==> config.mk <==
export PLATFORM = sky130hd
export DESIGN_NAME = cnpg_regs
export DESIGN_NICKNAME = d
export VERILOG_FILES = /design/src/core/cnpg_pkg.sv /design/src/core/cnpg_sync2.sv /design/src/core/cnpg_resolve.sv /design/src/core/cnpg_regs.sv
export VERILOG_INCLUDE_DIRS = /design/src /design/src/core
export SDC_FILE = /design/constraint.sdc
export NUM_CORES = 1
export LEC_CHECK = 0
export BUFFER_PORTS_ARGS = -buffer_cell sky130_fd_sc_hd__buf_4
export CAP_MARGIN = 20
export CORE_MARGIN = 1
export CORE_UTILIZATION = 40
export DETAILED_ROUTE_END_ITERATION = 10
export GPL_TIMING_DRIVEN = 1
export PLACE_DENSITY = 0.71
export SYNTH_ARGS = -nofsm -noshare
export SYNTH_HDL_FRONTEND = slang
export SYNTH_HIERARCHICAL = 1
export SYNTH_SLANG_ARGS = --single-unit
export TNS_END_PERCENT = 30
==> constraint.sdc <==
create_clock -name clk -period 2.5 [get_ports clk]
set_input_delay 0.75 -clock clk [delete_from_list [all_inputs] [get_ports clk]]
set_output_delay 0.75 -clock clk [all_outputs]
set_load 0.05 [all_outputs]
==> src/core/cnpg_map.svh <==
`ifndef CNPG_MAP_SVH
`define CNPG_MAP_SVH
`define CNPG_ADDR_W 4
`define CNPG_IDX_EXPANSION 4'h6
`define CNPG_IDX_NP_TX 4'h7
`define CNPG_IDX_NP_RX 4'h8
`define CNPG_IDX_GIG_CTRL 4'h9
`define CNPG_IDX_EVENTS 4'ha
`define CNPG_NP_TX_RST 16'h2001
`define CNPG_NP_TX_CLR 16'h0000
`define CNPG_NP_TX_WMASK 16'hb7ff
`define CNPG_NP_RX_RST 16'h0000
`define CNPG_GIG_WMASK 16'hffff
`define CNPG_TM_JIT_MASTER 3'h2
`define CNPG_TM_JIT_SLAVE 3'h3
`define CNPG_EXP_LOCAL_NP 16'h0004
`define CNPG_EV_SWRST 0
`define CNPG_EV_RESTART 1
`define CNPG_EV_PWRUP 2
`endif

==> src/core/cnpg_pkg.sv <==
package cnpg_pkg;
   typedef enum logic [2:0] {
      CNPG_TM_NORMAL,
      CNPG_TM_WAVEFORM,
      CNPG_TM_JITTER_M,
      CNPG_TM_JITTER_S,
      CNPG_TM_DISTORT,
      CNPG_TM_RSV5,
      CNPG_TM_RSV6,
      CNPG_TM_RSV7
   } cnpg_test_mode_t;

   typedef struct packed {
      logic next_page;
      logic reserved;
      logic message_page;
      logic ack2;
      logic toggle;
      logic [10:0] message;
   } cnpg_word_t;

   typedef struct packed {
      cnpg_test_mode_t test_mode;
      logic ms_manual;
      logic ms_value;
      logic port_type;
      logic adv_full;
      logic adv_half;
      logic [7:0] reserved;
   } cnpg_gig_t;

   typedef struct packed {
      logic [3:0] address;
      logic read;
      logic write;
      logic [31:0] writedata;
      logic [3:0] byteenable;
   } cnpg_avl_req_t;
endpackage

==> src/core/cnpg_sync2.sv <==
`timescale 1ns/1ps
module cnpg_sync2 #(
   parameter int W = 1
) (
   input wire logic clk,
   input wire logic rst_b,
   input wire logic [W-1:0] d,
   output logic [W-1:0] q
);
   logic [W-1:0] meta_q;

   always_ff @(posedge clk or negedge rst_b) begin
      if (!rst_b) begin
         meta_q <= '0;
         q <= '0;
      end else begin
         meta_q <= d;
         q <= meta_q;
      end
   end
endmodule

==> src/core/cnpg_resolve.sv <==
`timescale 1ns/1ps
module cnpg_resolve
   import cnpg_pkg::*;
(
   input wire logic clk,
   input wire logic rst_b,
   input cnpg_gig_t active,
   output logic want_master,
   output logic manual
);
   // manual overrides preference; preference is only a hint to resolution
   always_ff @(posedge clk or negedge rst_b) begin
      if (!rst_b) begin
         want_master <= 1'b0;
         manual <= 1'b0;
      end else begin
         manual <= active.ms_manual;
         want_master <= active.ms_manual ? active.ms_value : active.port_type;
      end
   end
endmodule

==> src/core/cnpg_regs.sv <==
`timescale 1ns/1ps
`include "cnpg_map.svh"
module cnpg_regs
   import cnpg_pkg::*;
(
   input wire logic clk,
   input wire logic rst_b,
   input wire logic [3:0] avs_address,
   input wire logic avs_read,
   input wire logic avs_write,
   input wire logic [31:0] avs_writedata,
   input wire logic [3:0] avs_byteenable,
   output logic [31:0] avs_readdata,
   output logic avs_waitrequest,
   input wire logic master_slave_strap,
   input wire logic autoneg_strap_bit0,
   input wire logic link_up,
   input wire logic sw_reset,
   input wire logic an_restart,
   input wire logic power_down,
   input wire logic rx_page_valid,
   input wire logic [15:0] rx_page_word,
   input wire logic tx_toggle,
   input wire logic tx_page_sent,
   input wire logic rx_clk_pin,
   input wire logic tx_clk_normal,
   output logic [15:0] tx_page_word,
   output logic np_loaded,
   output logic [2:0] test_mode,
   output logic tx_clk_sel_rx,
   output logic gig_adv_full,
   output logic gig_adv_half,
   output logic ms_manual,
   output logic ms_want_master,
   output logic tx_clk_sel
);
   // ---------------------------------------------------------------
   // pin inputs
   // ---------------------------------------------------------------
   logic strap_ms_s, strap_an_s, rx_clk_s, tx_clk_s;

   cnpg_sync2 #(.W(4)) u_sync (
      .clk(clk),
      .rst_b(rst_b),
      .d({master_slave_strap, autoneg_strap_bit0, rx_clk_pin, tx_clk_normal}),
      .q({strap_ms_s, strap_an_s, rx_clk_s, tx_clk_s})
   );

   // ---------------------------------------------------------------
   // bus access, one wait state on every access
   // ---------------------------------------------------------------
   cnpg_avl_req_t req;
   logic ack_q;
   logic wr_go, rd_go;

   assign req = '{address: avs_address, read: avs_read, write: avs_write,
                  writedata: avs_writedata, byteenable: avs_byteenable};
   assign wr_go = req.write && ack_q;
   assign rd_go = req.read && ack_q;

   always_ff @(posedge clk or negedge rst_b) begin
      if (!rst_b) begin
         ack_q <= 1'b0;
      end else begin
         ack_q <= (req.read || req.write) && !ack_q;
      end
   end

   function automatic logic [15:0] merge16(input logic [15:0] old, input logic [15:0] nw,
                                           input logic [1:0] be, input logic [15:0] wm);
      logic [15:0] lanes;
      lanes = {{8{be[1]}}, {8{be[0]}}} & wm;
      merge16 = (old & ~lanes) | (nw & lanes);
   endfunction

   // ---------------------------------------------------------------
   // strap capture after reset release
   // ---------------------------------------------------------------
   logic [2:0] boot_q;
   logic boot_done;

   assign boot_done = boot_q[2];

   always_ff @(posedge clk or negedge rst_b) begin
      if (!rst_b) begin
         boot_q <= 3'h0;
      end else if (!boot_done) begin
         boot_q <= boot_q + 3'h1;
      end
   end

   // ---------------------------------------------------------------
   // update events
   // ---------------------------------------------------------------
   logic link_q, pd_q, link_fail, pwr_up, update_ev;

   always_ff @(posedge clk or negedge rst_b) begin
      if (!rst_b) begin
         link_q <= 1'b0;
         pd_q <= 1'b0;
      end else begin
         link_q <= link_up;
         pd_q <= power_down;
      end
   end

   assign link_fail = link_q && !link_up;
   assign pwr_up = pd_q && !power_down;
   assign update_ev = sw_reset || an_restart || pwr_up || link_fail;

   // ---------------------------------------------------------------
   // next page transmit
   // ---------------------------------------------------------------
   cnpg_word_t np_tx_q;
   logic np_loaded_q;
   logic wr_tx;

   assign wr_tx = wr_go && req.address == `CNPG_IDX_NP_TX;

   always_ff @(posedge clk or negedge rst_b) begin
      if (!rst_b) begin
         np_tx_q <= `CNPG_NP_TX_RST;
      end else if (sw_reset) begin
         np_tx_q <= `CNPG_NP_TX_RST;
      end else if (link_fail) begin
         // a dropped link wipes the page outright; soft reset restores defaults
         np_tx_q <= `CNPG_NP_TX_CLR;
      end else if (wr_tx) begin
         np_tx_q <= merge16(np_tx_q, req.writedata[15:0], req.byteenable[1:0],
                            `CNPG_NP_TX_WMASK);
      end else begin
         np_tx_q.toggle <= tx_toggle;
         np_tx_q.reserved <= 1'b0;
      end
   end

   // a write in the cycle of a send keeps the new page loaded
   always_ff @(posedge clk or negedge rst_b) begin
      if (!rst_b) begin
         np_loaded_q <= 1'b0;
      end else if (wr_tx) begin
         np_loaded_q <= 1'b1;
      end else if (tx_page_sent || link_fail || sw_reset) begin
         np_loaded_q <= 1'b0;
      end
   end

   // ---------------------------------------------------------------
   // link partner next page and page received
   // ---------------------------------------------------------------
   logic [15:0] np_rx_q;
   logic page_rx_q;
   logic rd_exp;

   assign rd_exp = rd_go && req.address == `CNPG_IDX_EXPANSION;

   always_ff @(posedge clk or negedge rst_b) begin
      if (!rst_b) begin
         np_rx_q <= `CNPG_NP_RX_RST;
      end else if (sw_reset) begin
         np_rx_q <= `CNPG_NP_RX_RST;
      end else if (rx_page_valid) begin
         np_rx_q <= rx_page_word;
      end
   end

   always_ff @(posedge clk or negedge rst_b) begin
      if (!rst_b) begin
         page_rx_q <= 1'b0;
      end else if (rx_page_valid) begin
         page_rx_q <= 1'b1;
      end else if (rd_exp) begin
         page_rx_q <= 1'b0;
      end
   end

   // ---------------------------------------------------------------
   // gigabit control, shadow and active copies
   // ---------------------------------------------------------------
   cnpg_gig_t gig_shadow_q, gig_active_q;
   logic wr_gig;

   assign wr_gig = wr_go && req.address == `CNPG_IDX_GIG_CTRL;

   // software sees the shadow; the port runs on the active copy, except test mode and the jitter clock select, taken from the shadow
   always_ff @(posedge clk or negedge rst_b) begin
      if (!rst_b) begin
         gig_shadow_q <= '0;
         gig_shadow_q.adv_full <= 1'b1;
      end else if (!boot_done) begin
         gig_shadow_q.ms_value <= strap_ms_s;
         gig_shadow_q.port_type <= strap_ms_s;
         gig_shadow_q.adv_half <= strap_an_s;
      end else if (wr_gig) begin
         gig_shadow_q <= merge16(gig_shadow_q, req.writedata[15:0], req.byteenable[1:0],
                                 `CNPG_GIG_WMASK);
      end else if (an_restart) begin
         gig_shadow_q.test_mode <= CNPG_TM_NORMAL;
      end
   end

   always_ff @(posedge clk or negedge rst_b) begin
      if (!rst_b) begin
         gig_active_q <= '0;
         gig_active_q.adv_full <= 1'b1;
      end else if (!boot_done || update_ev) begin
         gig_active_q <= gig_shadow_q;
      end else begin
         gig_active_q.test_mode <= gig_shadow_q.test_mode;
      end
   end

   logic res_master, res_manual;

   cnpg_resolve u_resolve (
      .clk(clk),
      .rst_b(rst_b),
      .active(gig_active_q),
      .want_master(res_master),
      .manual(res_manual)
   );

   // ---------------------------------------------------------------
   // outputs and read data
   // ---------------------------------------------------------------
   logic jitter;

   assign jitter = gig_shadow_q.test_mode == `CNPG_TM_JIT_MASTER ||
                   gig_shadow_q.test_mode == `CNPG_TM_JIT_SLAVE;

   always_ff @(posedge clk or negedge rst_b) begin
      if (!rst_b) begin
         tx_page_word <= `CNPG_NP_TX_RST;
         np_loaded <= 1'b0;
         test_mode <= 3'h0;
         tx_clk_sel_rx <= 1'b0;
         tx_clk_sel <= 1'b0;
         gig_adv_full <= 1'b1;
         gig_adv_half <= 1'b0;
         ms_manual <= 1'b0;
         ms_want_master <= 1'b0;
      end else begin
         tx_page_word <= np_tx_q;
         np_loaded <= np_loaded_q;
         test_mode <= gig_shadow_q.test_mode;
         tx_clk_sel_rx <= jitter;
         tx_clk_sel <= jitter ? rx_clk_s : tx_clk_s;
         gig_adv_full <= gig_active_q.adv_full;
         gig_adv_half <= gig_active_q.adv_half;
         ms_manual <= res_manual;
         ms_want_master <= res_master;
      end
   end

   logic [15:0] rd_mux;

   always_comb begin
      rd_mux = 16'h0000;
      unique case (req.address)
         `CNPG_IDX_EXPANSION: rd_mux = `CNPG_EXP_LOCAL_NP | {14'h0, page_rx_q, 1'b0};
         `CNPG_IDX_NP_TX: rd_mux = np_tx_q;
         `CNPG_IDX_NP_RX: rd_mux = np_rx_q;
         `CNPG_IDX_GIG_CTRL: rd_mux = gig_shadow_q;
         `CNPG_IDX_EVENTS: rd_mux = {15'h0, np_loaded_q};
         default: rd_mux = 16'h0000;
      endcase
   end

   always_ff @(posedge clk or negedge rst_b) begin
      if (!rst_b) begin
         avs_readdata <= 32'h0;
      end else if (req.read && !ack_q) begin
         avs_readdata <= {16'h0, rd_mux};
      end
   end

   always_ff @(posedge clk or negedge rst_b) begin
      if (!rst_b) begin
         avs_waitrequest <= 1'b1;
      end else begin
         avs_waitrequest <= !((req.read || req.write) && !ack_q);
      end
   end

   // ---------------------------------------------------------------
   // checks
   // ---------------------------------------------------------------
   a_np_load_flag: assert property (@(posedge clk) disable iff (!rst_b)
      wr_tx |=> np_loaded_q) else $error("page loaded flag not set");
   a_link_fail_clr: assert property (@(posedge clk) disable iff (!rst_b)
      link_fail && !sw_reset |=> np_tx_q == `CNPG_NP_TX_CLR) else $error("tx page not cleared");
   a_rx_mirror: assert property (@(posedge clk) disable iff (!rst_b)
      rx_page_valid && !sw_reset |=> np_rx_q == $past(rx_page_word))
      else $error("partner page not captured");
   a_rx_hold: assert property (@(posedge clk) disable iff (!rst_b)
      !rx_page_valid && !sw_reset |=> $stable(np_rx_q)) else $error("partner page changed");
   a_restart_tm: assert property (@(posedge clk) disable iff (!rst_b)
      an_restart && !wr_gig && boot_done |=> gig_shadow_q.test_mode == 3'h0)
      else $error("test mode not cleared");
   a_pending_hold: assert property (@(posedge clk) disable iff (!rst_b)
      boot_done && !update_ev |=> $stable(gig_active_q.adv_full) && $stable(gig_active_q.ms_manual))
      else $error("pending setting applied early");
   a_jitter_sel: assert property (@(posedge clk) disable iff (!rst_b)
      jitter |=> tx_clk_sel_rx) else $error("jitter clock not selected");
   a_page_latch: assert property (@(posedge clk) disable iff (!rst_b)
      rx_page_valid |=> page_rx_q) else $error("page received not latched");
   a_manual_force: assert property (@(posedge clk) disable iff (!rst_b)
      gig_active_q.ms_manual |=> res_master == $past(gig_active_q.ms_value))
      else $error("manual value not applied");
   a_sw_tx_reset: assert property (@(posedge clk) disable iff (!rst_b)
      sw_reset |=> np_tx_q == `CNPG_NP_TX_RST) else $error("tx page not reset");
   a_tx_rsv_zero: assert property (@(posedge clk) disable iff (!rst_b)
      !np_tx_q.reserved) else $error("reserved tx bit set");
   a_toggle_ro: assert property (@(posedge clk) disable iff (!rst_b)
      !wr_tx && !link_fail && !sw_reset |=> np_tx_q.toggle == $past(tx_toggle))
      else $error("toggle bit not tracking");
   a_np_sent_clr: assert property (@(posedge clk) disable iff (!rst_b)
      tx_page_sent && !wr_tx |=> !np_loaded_q) else $error("page loaded flag not cleared");
   a_rx_swrst: assert property (@(posedge clk) disable iff (!rst_b)
      sw_reset |=> np_rx_q == `CNPG_NP_RX_RST) else $error("partner page not reset");
   a_page_clear: assert property (@(posedge clk) disable iff (!rst_b)
      rd_exp && !rx_page_valid |=> !page_rx_q) else $error("page received not cleared");
   a_update_apply: assert property (@(posedge clk) disable iff (!rst_b)
      update_ev |=> gig_active_q == $past(gig_shadow_q)) else $error("pending setting lost");
   a_auto_pref: assert property (@(posedge clk) disable iff (!rst_b)
      !gig_active_q.ms_manual |=> res_master == $past(gig_active_q.port_type))
      else $error("port preference not applied");
   a_strap_load: assert property (@(posedge clk) disable iff (!rst_b)
      !boot_done |=> gig_shadow_q.ms_value == $past(strap_ms_s))
      else $error("strap not loaded");
   a_half_strap: assert property (@(posedge clk) disable iff (!rst_b)
      !boot_done |=> gig_shadow_q.adv_half == $past(strap_an_s))
      else $error("half duplex strap not loaded");
   a_tm_follow: assert property (@(posedge clk) disable iff (!rst_b)
      1'b1 |=> test_mode == $past(gig_shadow_q.test_mode))
      else $error("test mode output stale");
   a_clk_pick: assert property (@(posedge clk) disable iff (!rst_b)
      jitter |=> tx_clk_sel == $past(rx_clk_s)) else $error("receive clock not chosen");
   // bus answer: the wait state always ends one cycle after the request
   a_wait_one: assert property (@(posedge clk) disable iff (!rst_b)
      avs_waitrequest == !ack_q) else $error("wait state out of step");
endmodule

Yosys cells after proc, flatten, opt, wreduce, memory -nomap -nowiden
Index checks and enable logic that the tools add are counted.
Operators by class
  equality and inequality tests: 8
  bitwise logic cells: 8
  add/subtract/negate cells: 1
  $lt $le $gt $ge: 0
  div/mod/pow operators: 0
  mux-type cells: 22
  reduce and logical (&&, ||, !) cells: 29
  multipliers: 0
  shift-type cells: 0
Operator list (number)
  $pmux 16 s5: 1
  $and 16x16->16: 4
  $mux 16: 4
  $not 16->16: 2
  $or 16x16->16: 2
  $eq 4x4->1 const B: 3
  $mux 12: 1
  $mux 11: 1
  $mux 1: 10
  $logic_and 1x1->1: 9
  $mux 3: 3
  $eq 4x3->1 const B: 2
  $logic_or 1x1->1: 8
  $reduce_bool 2->1: 4
  $eq 3x2->1 const B: 2
  $logic_not 1->1: 5
  $mux 2: 2
  $reduce_and 2->1: 2
  $add 3x1->3 const B: 1
  $reduce_bool 3->1: 1
  $ne 2x1->1 const B: 1
Storage, ports and cells
  input bits: 71
  bits in read-only memories: 0
  memory bits (writable): 0
  memories kept: 0
  output and inout port bits: 59
  flip-flop bits (word level): 114
  logic and storage cells: 109
  latch bits: 0

Depth between registers and ports, before layout
Gate-level depths: netlist of run 1.
  depth in word-level cells: 6
  depth in mapped cells: 7

By module
The synthesis of run 1 kept the hierarchy.
By module, submodules not included
  cnpg_regs: instances 1, sequential area each 2812.7 um^2, area each 4631.9 um^2, cells each 367
  cnpg_sync2: instances 1, sequential area each 200.2 um^2, area each 200.2 um^2, cells each 8
  cnpg_resolve: instances 1, sequential area each 50.0 um^2, area each 65.1 um^2, cells each 3

Worst setup path before layout of run 1
OpenSTA, ideal clock, no wires.
  kind: input to register
  from: input sw_reset
  to: register gig_active_q[0] (netlist name)
  data arrival time: 2.067 ns
  required time: 2.375 ns
  stages: 6
  library setup time: 0.125 ns
  setup slack: 0.308 ns
  cell sequence: buf_6 > or2_1 > buf_6 > nor4b_4 > buf_6 > mux2_2
RTL lines
  start: declaration: line cnpg_regs.sv:18  | input wire logic sw_reset,

Worst setup path in the final report of run 1
  from: register tx_page_word[0]
  to: output tx_page_word[0]
RTL lines
  start: declaration: line cnpg_regs.sv:27  | output logic [15:0] tx_page_word,
  start signal: assignment: line cnpg_regs.sv:233  | tx_page_word <= `CNPG_NP_TX_RST;
  start signal: assignment: line cnpg_regs.sv:243  | tx_page_word <= np_tx_q;
No word-level cell between the ends.

==> impl_metrics.yaml, run 1 <==
logic_synthesis:
  avgSynthCellArea_um2: 12.73
  yosysWarnings: 6
  netlist_area_um2: 4607
  synthCells: 362
floorplanning:
  core_um2: 11030
  die_height_um: 109.3
  start_util: 0.4176
  dieWidth_um: 109.3
  rows: 38
  io-pin-count: 130
  dieArea_um2: 11950
placed_design:
  placed_area_um2: 5410
  dp_slack_ps: 299.5
  place.gp.congestion: 0.7573
  port_buffers: 95
  post-dp-hpwl_mm: 7.323
  placedCellCount: 584
sta:
  max-slew-margin-rel: 0.6342
  rsz0062_at_grt: "false"
  drv_slew: 0
  setup_ws_ps: 628.1
  hold_violations: 0
  setup_tns_ps: 0
  timing.final.crit_share: 0.7488
  setup_viol: 0
  period_needed_ps: 1872
  fin_worst_skew_ps: 13.78
  tightest_slew_ps: 548.7
  fmax_ghz: 0.5342
grt:
  grt_pass1_vias: 3177
  grt_pass1_wl_mm: 17.26
  grtUsageTotal: 0.2004
  grt_max_degree: 60
  antenna_found_initial: 0
  grt-ovfl-total: 0
detailed_routing:
  avgRoutedWirePerCell_um: 17.90
  first_iter_violations: 148
  postRouteWirelength_mm: 11.03
  drc_errors: 0
  num_vias: 3123
  drt_pass1_iterations: 7
  postRouteAntennaNets: 0
  viasPerCell: 5.070
setup_path:
  worst_path_max_delay_cell: "dfstp_2"
  crit_buf_inv: 1
  cp_cell_sequence: "buf_4"
  path_class: "flip-flop to primary output"
  startpoint_type: "flip-flop"
  path_max_fanout: 1
  arrival_ps: 1120
  cp-end-kind: "primary output"
  slowest_delay_ps: 530
  cpLargestDelayFamily: "flip-flops"
  required_ps: 1750
finish:
  instances_no_fill: 616
  layout.nets: 535
  fin_util: 0.5457
  layout_common_cells: "buf_4, dfrtp_1, mux2i_1"
  fillCellCount: 958
  insertedDiodeCount: 0
  syn2layout_area_growth_pct: 30.66
  drive_gt1_frac: 0.3761
  stdcell_area_um2: 6020
  layout_commonest_cell: "buf_4"
run:
  max-cap-violations: 0
clock_network:
  cts_buffer_depth: 2
  clock_latency_ps: 410
  clkTransAtPathRegs_ps: 50
  clkSinkCount: 114
  numCtsBuffers: 17
  root_buffer: "clkbuf_16"
  cts.htree.levels: 4
  postCtsSetupBuffers: 0
  cts_resized: 0
  cts_tree: "yes"
  hold_buffers: 0
power_and_ir_drop:
  combPwrFrac: 0.099
  p_per_area_nw_per_um2: 831.2
  clkPwrFrac: 0.500
  p_leak_nw: 2.924
  switching_share: 0.2275
  seq_power_share: 0.401
  peakVddDrop_mv: 0.4539
  p_sw_w: 0.001138
  p_int_w: 0.003865
hold_path:
  hp-class: "input port to async pin"
run_status:
  status: "completed"
[sequential cells by signal, summed over array words and instances (netlist names), 3 cells and up, named ones only]
signal and cells:
test_mode 3, np_rx_q 16, u_sync/meta_q 4, boot_q 3
gig_active_q 5, gig_shadow_q 6, tx_page_word 16, np_tx_q 16
u_sync/q 4, avs_readdata 16
[final cells by class]
class / instances / area (um2) / area share
flip-flops and latches: 114 / 2863 / 0.4756
multi-input cells: 218 / 1530 / 0.2542
repair buffers: 109 / 830.8 / 0.1380
clock buffers: 26 / 479.2 / 0.07961
well taps: 140 / 175.2 / 0.02910
clock inverters: 6 / 130.1 / 0.02162
inverters: 3 / 11.26 / 0.001871
[power groups by stage]
stage | registers, W | logic (W) | clock network [W]
floorplan | 0.00210 | 0.000242 | 0
global placement | 0.00203 | 0.000487 | 0
detailed placement | 0.00204 | 0.000496 | 0
CTS | 0.00201 | 0.000498 | 0.00253
global route | 0.00202 | 0.000532 | 0.00263
finish | 0.00201 | 0.000494 | 0.00250
[worst paths after layout]
| kind | slack, ps | start | end | cells after the start |
|---|---|---|---|---|
| worst max register to register | 750 | link_q | gig_active_q[8] | 4 |
| worst min register to register | 350 | u_sync/meta_q[2] | u_sync/q[2] | 0 |
| worst min-delay path | 260 | rst_b | np_rx_q[14] | 1 |
| min in group clk | 350 | u_sync/meta_q[2] | u_sync/q[2] | 0 |
| max in group asynchronous | 1480 | rst_b | avs_waitrequest | 2 |
| worst max-delay path | 630 | tx_page_word[0] | tx_page_word[0] | 1 |
[stage by stage]
step	hold WS (ps)	total power, W
finish	255.1	0.005003
global route	270.5	0.005182
CTS	258.5	0.005039
detailed placement	334.7	0.002535
global placement	334.8	0.002521
floorplan	331.2	0.002344
[metal layers]
layer  GRT usage  up-vias  part of all wire
li1            -     1415                 -
met5           0        -                 0
met2      0.3190      114              0.50
met3     0.05157        7             0.066
met1      0.2702     1587              0.43
met4     0.06095        0            0.0075
No activity file was read; power rests on OpenSTA's default activity.
==> inputs of run 2 (changes only) <==
--- a/config.mk
+++ b/config.mk
@@ -6,13 +6,14 @@
 export SDC_FILE = /design/constraint.sdc
 export NUM_CORES = 1
 export LEC_CHECK = 0
+export ABC_AREA = 1
 export BUFFER_PORTS_ARGS = -buffer_cell sky130_fd_sc_hd__buf_4
 export CAP_MARGIN = 20
 export CORE_MARGIN = 1
 export CORE_UTILIZATION = 40
 export DETAILED_ROUTE_END_ITERATION = 10
 export GPL_TIMING_DRIVEN = 1
-export PLACE_DENSITY = 0.71
+export PLACE_DENSITY = 0.73
 export SYNTH_ARGS = -nofsm -noshare
 export SYNTH_HDL_FRONTEND = slang
 export SYNTH_HIERARCHICAL = 1
==> constraint.sdc (replaced) <==
create_clock -name clk -period 1.68 [get_ports clk]
set_input_delay 0.504 -clock clk [delete_from_list [all_inputs] [get_ports clk]]
set_output_delay 0.504 -clock clk [all_outputs]
set_load 0.05 [all_outputs]
==> run 2 against run 1 <==
  * Critical path depth stayed put
  * Synthesized area is 5.7% higher
  * Cell area is 4.9% higher
  * Global-route usage is 0.40 points lower
  * The run now ends with DRC left
  * Sequential power is 52% higher
==> impl_metrics.yaml, run 2 <==
logic_synthesis:
  synthCells: 536
  yosysWarnings: 6
  avgSynthCellArea_um2: 9.083
  netlist_area_um2: 4868
placed_design:
  placedCellCount: 765
  place.gp.congestion: 0.8898
  placed_area_um2: 5690
  post-dp-hpwl_mm: 8.447
  port_buffers: 95
finish:
  syn2layout_area_growth_pct: 29.71
  instances_no_fill: 798
  layout_common_cells: "nand2_1, buf_4, dfrtp_1"
  regArea_um2: 2863
  insertedDiodeCount: 0
  fillCellCount: 1014
  stdcell_area_um2: 6315
  multi_input_area_um2: 1635
  drive_gt1_frac: 0.2672
  layout_commonest_cell: "nand2_1"
  layout.nets: 714
floorplanning:
  rows: 39
  die_height_um: 112.3
  dieArea_um2: 12620
  core_um2: 11660
  dieWidth_um: 112.3
  io-pin-count: 130
  start_util: 0.4174
detailed_routing:
  avgRoutedWirePerCell_um: 14.17
  postRouteWirelength_mm: 11.31
  drc_errors: 7
  postRouteAntennaNets: 0
  drt_pass1_iterations: 8
  first_iter_violations: 162
  num_vias: 3942
  viasPerCell: 4.940
grt:
  antenna_found_initial: 0
  grt_pass1_wl_mm: 19.00
  grt_pass1_vias: 4003
  grt_max_degree: 27
  grtUsageTotal: 0.1965
  grt-ovfl-total: 0
hold_path:
  hp-class: "input port to flip-flop"
  min_to: "u_sync/meta_q[3]"
  timing.hold.worst_path_depth: 1
  hp-start: "master_slave_strap"
clock_network:
  clkTransAtPathRegs_ps: 50
  root_buffer: "clkbuf_16"
  clock_latency_ps: 400
  cts_buffer_depth: 2
  numCtsBuffers: 17
  cts.htree.levels: 4
  cts_tree: "yes"
  cts_resized: 0
  clkSinkCount: 114
power_and_ir_drop:
  combPwrFrac: 0.113
  p_int_w: 0.005618
  p_sw_w: 0.001903
  p_per_area_nw_per_um2: 1191
  finalPower_w: 0.007521
  peakVddDrop_mv: 0.7862
  seq_power_share: 0.406
  p_leak_nw: 3.302
  clkPwrFrac: 0.482
  switching_share: 0.2530
sta:
  drv_slew: 0
  hold-worst-slack_ps: 203.3
  rsz0062_at_grt: "false"
  fin_worst_skew_ps: 9.120
  setup_viol: 0
  timing.final.crit_share: 0.9571
  period_needed_ps: 1608
  setup_tns_ps: 0
  fmax_ghz: 0.6219
  hold_violations: 0
  max-slew-margin-rel: 0.5530
  tightest_slew_ps: 669.7
setup_path:
  rr_worst_depth: 7
  timing.rr.end: "np_tx_q[1]"
  worst_path_max_delay_cell: "dfstp_2"
  crit_buf_inv: 1
  cp_cell_sequence: "buf_4"
  startpoint_type: "flip-flop"
  cp-end-kind: "primary output"
  slowest_delay_ps: 510
  rrSetupSlack_ps: 260
  cpLargestDelayFamily: "flip-flops"
  arrival_ps: 1100
  regToRegStartpoint: "link_q"
  path_class: "flip-flop to primary output"
  path_max_fanout: 1
  required_ps: 1180
run_status:
  violations: "DRC"
  status: "finished with violations"
run:
  max-cap-violations: 0
run 2: per-stage QoR:
step                  util  worst slack [ps]
floorplan                -             307.1
global placement    0.4879             107.8
detailed placement  0.4879            -11.05
CTS                 0.5415             57.25
global route        0.5415             43.09
finish              0.5415             72.12
run 2: timing repair:
| action | CTS | global route |
|---|---|---|
| hold buffers | 1 | 0 |
| endpoints found under the setup margin | 0 | 0 |
| setup buffers | 0 | 0 |
| hold endpoints to repair | 1 | 0 |
run 2: area by class of cell:
type                       instances  share of cell area
timing repair buffer             113              0.1387
tap                              143             0.02833
inverter                          39             0.02338
clock buffer                      20             0.07232
clock inverter                    12             0.02497
sequential                       114              0.4533
multi-input combinational        357              0.2590
run 2: worst max path at each step:
stage                               start               to  cells past startpoint
after CTS                 tx_page_word[0]  tx_page_word[0]                      1
final                     tx_page_word[0]  tx_page_word[0]                      1
after detailed placement   avs_address[3]  avs_readdata[3]                      7
after floorplan                  sw_reset       np_tx_q[4]                      7
after global routing      avs_waitrequest  avs_waitrequest                      1
after global placement            link_up      np_tx_q[10]                      7
run 2: power groups by stage:
stage / Clock, W / Sequential (W) / Combinational (W)
detailed placement: 0 / 0.00310 / 0.000845
floorplan: 0 / 0.00324 / 0.000382
finish: 0.00362 / 0.00305 / 0.000846
global route: 0.00380 / 0.00307 / 0.000931
global placement: 0 / 0.00309 / 0.000827
CTS: 0.00368 / 0.00305 / 0.000853
run 2: routing by layer:
| metal | share of wire | routed length (um) | track usage | up-vias |
|---|---|---|---|---|
| met4 | 0.017 | 195 | 0.06489 | 0 |
| li1 | - | - | - | 1882 |
| met1 | 0.42 | 4767 | 0.2464 | 1888 |
| met2 | 0.49 | 5584 | 0.3308 | 154 |
| met3 | 0.067 | 760 | 0.05238 | 18 |
| met5 | 0 | 0 | 0 | - |
